$ cat config.mk
export PLATFORM = sky130hd
export DESIGN_NAME = iec_ctrl
export DESIGN_NICKNAME = d
export VERILOG_FILES = /design/src/rtl/iec_pkg.sv /design/src/rtl/iec_ctrl.sv
export SDC_FILE = /design/constraint.sdc
export NUM_CORES = 1
export LEC_CHECK = 0
export ABC_AREA = 1
export BUFFER_PORTS_ARGS = -buffer_cell sky130_fd_sc_hd__buf_2
export CAP_MARGIN = 20
export CORE_UTILIZATION = 48
export CTS_CLUSTER_DIAMETER = 80
export DETAILED_ROUTE_END_ITERATION = 10
export GPL_ROUTABILITY_DRIVEN = 0
export PLACE_DENSITY = 0.92
export SETUP_SLACK_MARGIN = 0.15
export SKIP_LAST_GASP = 1
export SLEW_MARGIN = 20
export SYNTH_ARGS = -nofsm -noshare
export SYNTH_HDL_FRONTEND = slang
export SYNTH_SLANG_ARGS = --single-unit
$ cat constraint.sdc
create_clock -name clk -period 1.5 [get_ports clk]
set_input_delay 0.075 -clock clk [delete_from_list [all_inputs] [get_ports clk]]
set_output_delay 0.075 -clock clk [all_outputs]
set_load 0.02 [all_outputs]
$ cat src/rtl/iec_pkg.sv
package iec_pkg;

  // Register map, byte addresses on the AXI4-Lite bus
  localparam logic [3:0]  CTRL_ADDR    = 4'h0;  // interrupt_control_two
  localparam logic [3:0]  IRQ_ADDR     = 4'h4;  // Detected edges, write one to clear
  localparam int          NUM_EXT      = 5;
  localparam int          ALT_BIT      = 15;
  localparam int          STAT_BIT     = 14;
  localparam logic [15:0] CTRL_WMASK   = 16'h801F;
  localparam logic [15:0] CTRL_RESET   = 16'h0000;
  localparam logic [1:0]  RESP_OKAY    = 2'h0;
  localparam logic [1:0]  RESP_SLVERR  = 2'h2;

  // Write side of the register bus
  typedef struct packed {
    logic [3:0]  addr;
    logic [31:0] data;
    logic [3:0]  strb;
  } iec_wreq_t;

  // Bus state machine, one-hot
  typedef enum logic [2:0] {
    ST_IDLE  = 3'b001,
    ST_WRESP = 3'b010,
    ST_RRESP = 3'b100
  } iec_state_t;

endpackage

$ cat src/rtl/iec_ctrl.sv
// The AXI4-Lite register port and the register offsets were chosen for this implementation.
`timescale 1ns/10ps
// Function
// bit 15 selects alternate vector table
// read-only status shows disable instruction active
// per-input polarity: 1 falling, 0 rising
// bits 13 to 5 read zero, ignore writes
// implemented bits reset to zero
module iec_ctrl #(
  parameter int NUM_EXT = iec_pkg::NUM_EXT
) (
  input  wire logic               clk,
  input  wire logic               reset,
  input  wire logic [3:0]         s_axi_awaddr,
  input  wire logic               s_axi_awvalid,
  output logic                    s_axi_awready,
  input  wire logic [31:0]        s_axi_wdata,
  input  wire logic [3:0]         s_axi_wstrb,
  input  wire logic               s_axi_wvalid,
  output logic                    s_axi_wready,
  output logic [1:0]              s_axi_bresp,
  output logic                    s_axi_bvalid,
  input  wire logic               s_axi_bready,
  input  wire logic [3:0]         s_axi_araddr,
  input  wire logic               s_axi_arvalid,
  output logic                    s_axi_arready,
  output logic [31:0]             s_axi_rdata,
  output logic [1:0]              s_axi_rresp,
  output logic                    s_axi_rvalid,
  input  wire logic               s_axi_rready,
  input  wire logic               disable_instr_active,
  input  wire logic [NUM_EXT-1:0] ext_irq,
  output logic                    alternate_vector_table_select,
  output logic [NUM_EXT-1:0]      ext_irq_event
);

  // Register layout reserves exactly this many polarity bits
  if (NUM_EXT != iec_pkg::NUM_EXT) begin : g_bad_num_ext
    $error("NUM_EXT must match register layout");
  end

  iec_pkg::iec_state_t state_reg, state_next;
  logic                aw_got_reg, aw_got_next, w_got_reg, w_got_next;
  iec_pkg::iec_wreq_t  wreq_reg, wreq_next;
  logic [15:0]         ctrl_reg, ctrl_next;
  logic                stat_reg, stat_next;
  logic                awready_reg, awready_next, wready_reg, wready_next;
  logic                arready_reg, arready_next;
  logic [NUM_EXT-1:0]  pin_reg, pin_next;
  logic [NUM_EXT-1:0]  pend_reg, pend_next;
  logic [NUM_EXT-1:0]  evt_reg, evt_next;
  logic [31:0]         rdata_reg, rdata_next;
  logic [1:0]          bresp_reg, bresp_next, rresp_reg, rresp_next;
  logic                bvalid_reg, bvalid_next, rvalid_reg, rvalid_next;
  logic [NUM_EXT-1:0]  edge_det;

  // Byte-lane merge of write data into a 16-bit register
  function automatic logic [15:0] merge16(input logic [15:0] old, input logic [31:0] d,
                                          input logic [3:0] s, input logic [15:0] m);
    logic [15:0] v;
    v = old;
    if (s[0]) v[7:0]  = d[7:0];
    if (s[1]) v[15:8] = d[15:8];
    return (v & m) | (old & ~m);
  endfunction

  // Edge detection per input, polarity from the low control bits
  always_comb begin
    for (int i = 0; i < NUM_EXT; i++) begin
      edge_det[i] = ctrl_reg[i] ? (pin_reg[i] & ~ext_irq[i])
                                : (~pin_reg[i] & ext_irq[i]);
    end
  end

  // Bus slave, control register and edge capture
  always_comb begin
    logic [15:0] rd16;
    rd16        = 16'h0000;
    state_next  = state_reg;
    aw_got_next = aw_got_reg;
    w_got_next  = w_got_reg;
    wreq_next   = wreq_reg;
    ctrl_next   = ctrl_reg;
    stat_next   = disable_instr_active;
    pin_next    = ext_irq;
    evt_next    = edge_det;
    pend_next   = pend_reg;
    rdata_next  = rdata_reg;
    bresp_next  = bresp_reg;
    rresp_next  = rresp_reg;
    bvalid_next = bvalid_reg;
    rvalid_next = rvalid_reg;
    unique case (state_reg)
      iec_pkg::ST_IDLE: begin
        if (s_axi_awvalid && !aw_got_reg) begin
          aw_got_next        = 1'b1;
          wreq_next.addr     = s_axi_awaddr;
        end
        if (s_axi_wvalid && !w_got_reg) begin
          w_got_next         = 1'b1;
          wreq_next.data     = s_axi_wdata;
          wreq_next.strb     = s_axi_wstrb;
        end
        if (aw_got_reg && w_got_reg) begin
          aw_got_next = 1'b0;
          w_got_next  = 1'b0;
          bvalid_next = 1'b1;
          bresp_next  = iec_pkg::RESP_OKAY;
          // Only the writable mask reaches storage; status bit and 13:5 stay out
          if (wreq_reg.addr == iec_pkg::CTRL_ADDR)
            ctrl_next = merge16(ctrl_reg, wreq_reg.data, wreq_reg.strb,
                                iec_pkg::CTRL_WMASK);
          else if (wreq_reg.addr == iec_pkg::IRQ_ADDR)
            pend_next = pend_reg & ~(wreq_reg.data[NUM_EXT-1:0] & {NUM_EXT{wreq_reg.strb[0]}});
          else
            bresp_next = iec_pkg::RESP_SLVERR;
          state_next = iec_pkg::ST_WRESP;
        end else if (s_axi_arvalid) begin
          rvalid_next = 1'b1;
          rresp_next  = iec_pkg::RESP_OKAY;
          if (s_axi_araddr == iec_pkg::CTRL_ADDR) begin
            rd16           = ctrl_reg & iec_pkg::CTRL_WMASK;
            rd16[iec_pkg::STAT_BIT] = stat_reg;
          end else if (s_axi_araddr == iec_pkg::IRQ_ADDR) begin
            rd16[NUM_EXT-1:0] = pend_reg;
          end else begin
            rresp_next = iec_pkg::RESP_SLVERR;
          end
          rdata_next = {16'h0000, rd16};
          state_next = iec_pkg::ST_RRESP;
        end
      end
      iec_pkg::ST_WRESP: begin
        if (s_axi_bready) begin
          bvalid_next = 1'b0;
          state_next  = iec_pkg::ST_IDLE;
        end
      end
      iec_pkg::ST_RRESP: begin
        if (s_axi_rready) begin
          rvalid_next = 1'b0;
          state_next  = iec_pkg::ST_IDLE;
        end
      end
      default: state_next = iec_pkg::ST_IDLE;
    endcase
    // New edges win over a clear in the same cycle
    pend_next = pend_next | edge_det;
    // Readies come from the next state so they leave a flop with unchanged timing
    awready_next = (state_next == iec_pkg::ST_IDLE) && !aw_got_next;
    wready_next  = (state_next == iec_pkg::ST_IDLE) && !w_got_next;
    arready_next = (state_next == iec_pkg::ST_IDLE) && !(aw_got_next && w_got_next);
  end

  // Registers, all set by reset: ready flags to one, state_reg to ST_IDLE, the rest to zero
  always_ff @(posedge clk or posedge reset) begin
    if (reset) begin
      state_reg  <= iec_pkg::ST_IDLE;
      aw_got_reg <= 1'b0;
      w_got_reg  <= 1'b0;
      wreq_reg   <= '0;
      ctrl_reg   <= iec_pkg::CTRL_RESET;
      stat_reg   <= 1'b0;
      pin_reg    <= '0;
      pend_reg   <= '0;
      evt_reg    <= '0;
      rdata_reg  <= 32'h00000000;
      bresp_reg  <= iec_pkg::RESP_OKAY;
      rresp_reg  <= iec_pkg::RESP_OKAY;
      bvalid_reg <= 1'b0;
      rvalid_reg <= 1'b0;
      awready_reg <= 1'b1;
      wready_reg  <= 1'b1;
      arready_reg <= 1'b1;
    end else begin
      state_reg  <= state_next;
      aw_got_reg <= aw_got_next;
      w_got_reg  <= w_got_next;
      wreq_reg   <= wreq_next;
      ctrl_reg   <= ctrl_next;
      stat_reg   <= stat_next;
      pin_reg    <= pin_next;
      pend_reg   <= pend_next;
      evt_reg    <= evt_next;
      rdata_reg  <= rdata_next;
      bresp_reg  <= bresp_next;
      rresp_reg  <= rresp_next;
      bvalid_reg <= bvalid_next;
      rvalid_reg <= rvalid_next;
      awready_reg <= awready_next;
      wready_reg  <= wready_next;
      arready_reg <= arready_next;
    end
  end

  // Ready flags are registered so every output comes from a flop
  assign s_axi_awready = awready_reg;
  assign s_axi_wready  = wready_reg;
  assign s_axi_arready = arready_reg;
  assign s_axi_bvalid  = bvalid_reg;
  assign s_axi_bresp   = bresp_reg;
  assign s_axi_rvalid  = rvalid_reg;
  assign s_axi_rresp   = rresp_reg;
  assign s_axi_rdata   = rdata_reg;
  assign alternate_vector_table_select = ctrl_reg[iec_pkg::ALT_BIT];
  assign ext_irq_event = evt_reg;

  a_alt_follows: assert property (@(posedge clk) disable iff (reset)
    $rose(bvalid_reg) && wreq_reg.addr == iec_pkg::CTRL_ADDR && wreq_reg.strb[1]
    |-> alternate_vector_table_select == wreq_reg.data[iec_pkg::ALT_BIT])
    else $error("vector select not taken from write");
  a_status_ro: assert property (@(posedge clk) disable iff (reset)
    rvalid_reg && !$past(rvalid_reg) && $past(s_axi_araddr) == iec_pkg::CTRL_ADDR
    |-> rdata_reg[iec_pkg::STAT_BIT] == $past(stat_reg))
    else $error("status bit read wrong");
  a_rise_edge: assert property (@(posedge clk) disable iff (reset)
    !ctrl_reg[0] && !pin_reg[0] && ext_irq[0] |=> ext_irq_event[0])
    else $error("rising edge missed");
  a_fall_edge: assert property (@(posedge clk) disable iff (reset)
    ctrl_reg[0] && $fell(ext_irq[0]) |-> ##1 ext_irq_event[0])
    else $error("falling edge missed");
  a_unimpl_zero: assert property (@(posedge clk) disable iff (reset)
    ctrl_reg[13:5] == 9'h000 && rdata_reg[13:5] == 9'h000)
    else $error("unimplemented bits nonzero");
  a_reset_zero: assert property (@(posedge clk)
    $fell(reset) |-> ctrl_reg == iec_pkg::CTRL_RESET)
    else $error("control not zero after reset");
  a_bresp_hold: assert property (@(posedge clk) disable iff (reset)
    bvalid_reg && !s_axi_bready |=> bvalid_reg)
    else $error("write response dropped");
  a_rresp_hold: assert property (@(posedge clk) disable iff (reset)
    rvalid_reg && !s_axi_rready |=> rvalid_reg && $stable(rdata_reg))
    else $error("read response dropped");

endmodule

# After elaboration in Yosys (flattened, before gate mapping)
# Cells that the tools add are included.
[classes]
eq_ne = 11
muxes = 42
bitwise_logic = 26
reduce_logical = 23
[op_table]
columns = ["cell", "count"]
rows = [
  ["5-bit 2-to-1 mux", 10],
  ["8-bit 2-to-1 mux", 4],
  ["1-bit 2-to-1 mux", 16],
  ["16-bit by 15-bit OR with 16-bit output", 1],
  ["3-bit 2-to-1 mux", 4],
  ["11-bit 2-to-1 mux", 1],
  ["1-bit inverter", 11],
  ["1-bit bitwise AND", 10],
  ["5-bit bitwise AND", 2],
  ["2-bit inequality test (second input constant)", 5],
  ["3-bit one-hot mux with 3 select lines", 1],
  ["3-bit AND reduction", 3],
  ["4-bit by 3-bit == test with 1-bit output (second input constant)", 2],
  ["4-bit logical NOT", 2],
  ["2-bit 2-to-1 mux", 4],
  ["1-bit logical AND", 7],
  ["3-bit by 1-bit == test with 1-bit output (second input constant)", 2],
  ["2-bit AND reduction", 3],
  ["1-bit logical NOT", 5],
  ["5-bit inverter", 1],
  ["5-bit OR", 1],
  ["1-bit one-hot mux with 2 select lines", 2],
  ["4-bit AND reduction", 1],
  ["2-bit nonzero test", 2],
  ["other kinds (2)", 2],
]
[word_totals]
regBits = 84
input_bits = 57
output_inout_bits = 47
word_cells = 121

# Longest topological paths before layout
[depth]
ltp_word = 8
depth_mapped = 8
ltp_nobuf = 8

# Worst setup path after synthesis
# OpenSTA, ideal clock, no wires.
[synth_timing]
kind = "reg-to-reg"
start = "register state_reg[0]"
end = "register rdata_reg[0] (netlist: s_axi_rdata[0])"
setup_ps = 124
t_arrival_ps = 1180
required_ps = 1376
path_slack_ps = 196
path_stages_with_launch = 7
path_buffers = 1
synth_period_minus_slack_ps = 1304
cell_sequence = "dfstp_2 -> nand2_2 -> nor2_8 -> nand2_4 -> buf_2 -> nand2_1 -> nand3_1"
[synth_via]
elab_chain_cells = 2
[synth_rtl]
columns = ["element", "line", "source"]
rows = [
  ["from (decl)", "iec_ctrl.sv:42", "iec_pkg::iec_state_t state_reg, state_next;"],
  ["from (signal assigned)", "iec_ctrl.sv:158", "state_reg <= iec_pkg::ST_IDLE;"],
  ["from (signal assigned)", "iec_ctrl.sv:176", "state_reg <= state_next;"],
  ["3-bit by 1-bit == test with 1-bit output", "iec_ctrl.sv:93", "unique case (state_reg)"],
  ["3-bit AND reduction (no line)", "--", ""],
  ["to (signal assigned)", "iec_ctrl.sv:185", "rdata_reg <= rdata_next;"],
  ["to (decl)", "iec_ctrl.sv:52", "logic [31:0] rdata_reg, rdata_next;"],
]
# Every way passes these cells.
# A chain may end at the register's enable or synchronous reset.

# Worst setup path in the final report
[layout_timing]
start = "register state_reg[0]"
end = "register rdata_reg[1] (netlist: s_axi_rdata[1])"
# The elaborated chain is that of the path after synthesis.

==> metrics.yaml <==
outcome: "finished with violations"
violations: "negative setup slack"
rr_startpoint: "state_reg[0]"
grt_usage_pct: 22.0
synth_top_area_share_pct: 49.6
holdPathStages: 3
synth_cells: 280
clk_latency_ps: 310
swShare_pct: 41.4
cts_buffer_depth: 2
nets: 413
grt_max_degree: 28
io_pins: 104
dr.pass1.iters: 4
setup_viol: 1
synth_top_area_cell: "dfrtp_1"
detail-route-antenna-nets: 0
setup_ws_ps: -6.67
skew_ps: 10.3
routed_wl_mm: 5.77
clk_pin_slew_ps: 100
instances_no_fill: 424
cts_buffers: 5
worst_setup_path_start_kind: "register"
powerDensity_mw_per_mm2: 1860
place_inst: 394
fmax_ghz: 0.664
die_w_um: 73.8
drc_errors: 0
viasPerCell: 4.89
max_slew_margin_pct: 60.0
finalHoldViolCount: 0
fin_area_mm2: 0.00316
critPathLaunch: "state_reg[0]"
hp-class: "input pin to register"
hp-start: "s_axi_wdata[3]"
ff2ff_path_depth: 6
synth_area_per_cell_um2: 8.83
ys_warn_count: 0
clock_sinks: 53
area_growth_pct: 28.0
wl_per_cell_um: 13.6
multiInputGateArea_um2: 988
power_switching_mw: 2.44
rrSetupSlack_ps: -7
nFillCells: 375
ys_seq_area_share_pct: 53.8
cp-end-kind: "register"
die_h_um: 73.8
htreeDepth: 2
final_max_slew_viol_count: 0
cts_tree: "yes"
antenna_found_initial: 0
r2r-end: "s_axi_rdata[1]"
totalPowerFinal_mw: 5.90
min_period_over_period_pct: 100
synth-seq-cells: 53
tightest_slew_ps: 598
cp_data_arrival_time_ps: 1750
intPower_mw: 3.46
grt_pass1_wl_mm: 8.79
clockRootBuffer: "clkbuf_8"
path_max_fanout: 7
finalCriticalPeriod_ps: 1510
cp.required_ps: 1740
grt_pass1_vias: 2012
endpoint: "s_axi_rdata[1]"
die_area_mm2: 0.00544
dp_hpwl_mm: 3.51
start_util_pct: 51.0
drive_gt1_share_pct: 32.8
core-area_mm2: 0.00485
combPwrFrac_pct: 44.4
peakVddDrop_v: 0.000940
timing_worst_setup_path_type: "register to register"
yosys-top-cells-area: "dfrtp_1, nand2_1, buf_4"
register_area_mm2: 0.00133
seqPwrFrac_pct: 38.7
vias: 2075
io_buffers: 48
grt_overflow_total: 0
rsz0062_at_grt: "yes"
power.share.clock_pct: 16.9
netlist_area_mm2: 0.00247
max_cap_violations: 0
ys_types: 26
placed_cell_area_mm2: 0.00271
row_count: 25
drt_iter0_markers: 205
diodes: 0
p_leak_nw: 1.71
[worst min-delay path by stage]
stage	to	slack [ps]
6_report	wreq_reg[7]	8
5_1_grt	wreq_reg[19]	20
4_1_cts	wreq_reg[0]	3
3_3_place_gp	state_reg[1]	170
2_1_floorplan	pin_reg[0]	110
3_5_place_dp	w_got_reg	180
[cells in the mapped netlist, drive strengths merged]
cell,n
nor2,22
o21ai,15
dfstp,4
nand3,21
nor4,1
nand4,7
dfrtp,49
conb,1
nand2,75
a21oi,8
or3,5
inv,42
buf,29
clkbuf,1
[critical path: stages (launching register included)]
cell	delay [ps]
dfstp_2	580
nand2_4	80
nor2_8	190
nand2_8	110
nor2_4	220
nand2_1	140
nand3_1	110
[layout by cell type (no fill, tap or decap), drive strengths merged]
cell type / instances
dfstp: 4
conb: 27
nand3: 22
dfrtp: 49
nand4: 7
or3: 5
clkinvlp: 2
a21oi: 8
nor4: 1
inv: 41
bufinv: 1
o21ai: 15
nand2: 75
nor2: 23
dlygate4sd3: 8
buf: 63
clkbuf: 6
[stage by stage]
step / TNS (ps) / setup slack, ps / util, % / hold slack, ps
after CTS: 0 / 90.5 / 62.9 / 3.23
after detailed placement: 0 / 13.5 / 55.9 / 177
after floorplan: 0 / 196 / - / 106
after global routing: -77.6 / -66.8 / 65.3 / 18.2
final: -6.67 / -6.67 / 65.3 / 7.78
after global placement: 0 / 67.6 / 55.9 / 167
[cell type report]
type                            instances  area share, %
Sequential cell                        53           42.2
Clock buffer                            6           2.61
Timing Repair Buffer                   71           15.1
Tap cell                               67           2.65
Multi-Input combinational cell        183           31.2
Clock inverter                          2           1.19
Inverter                               42           5.10
[kinds of logic (layout without fill, tap and decap cells)]
family / Yosys count / after routing / synth area share, %
compound gates: 23 / 23 / 5.57
flops: 53 / 53 / 53.8
buf+inv: 72 / 121 / 15.4
simple gates: 131 / 133 / 25.1
other cells: 1 / 27 / 0.152
[power groups by stage]
stage	Sequential, mW	Combinational, mW	Clock [mW]
6_report	2.28	2.62	0.999
2_1_floorplan	2.41	1.26	0
5_1_grt	2.33	2.85	1.05
3_3_place_gp	2.25	1.80	0
3_5_place_dp	2.27	1.88	0
4_1_cts	2.23	2.33	1.01
[repair_timing]
action / in CTS / in global routing
hold endpoints to repair: 28 / 1
setup buffers: 10 / 2
resized for setup: 9 / 29
cloned: 2 / 0
setup endpoints to repair: 22 / 38
hold buffers: 7 / 1
pin swaps: 5 / 16
[per-layer routing]
| layer | track usage [%] | vias up | wire length [um] |
|---|---|---|---|
| met2 | 38.0 | 94 | 3090 |
| met4 | 11.1 | 0 | 145 |
| li1 | - | 972 | - |
| met5 | 0 | - | 0 |
| met3 | 4.25 | 19 | 298 |
| met1 | 25.9 | 990 | 2230 |
No activity file was read; power rests on OpenSTA's default activity.
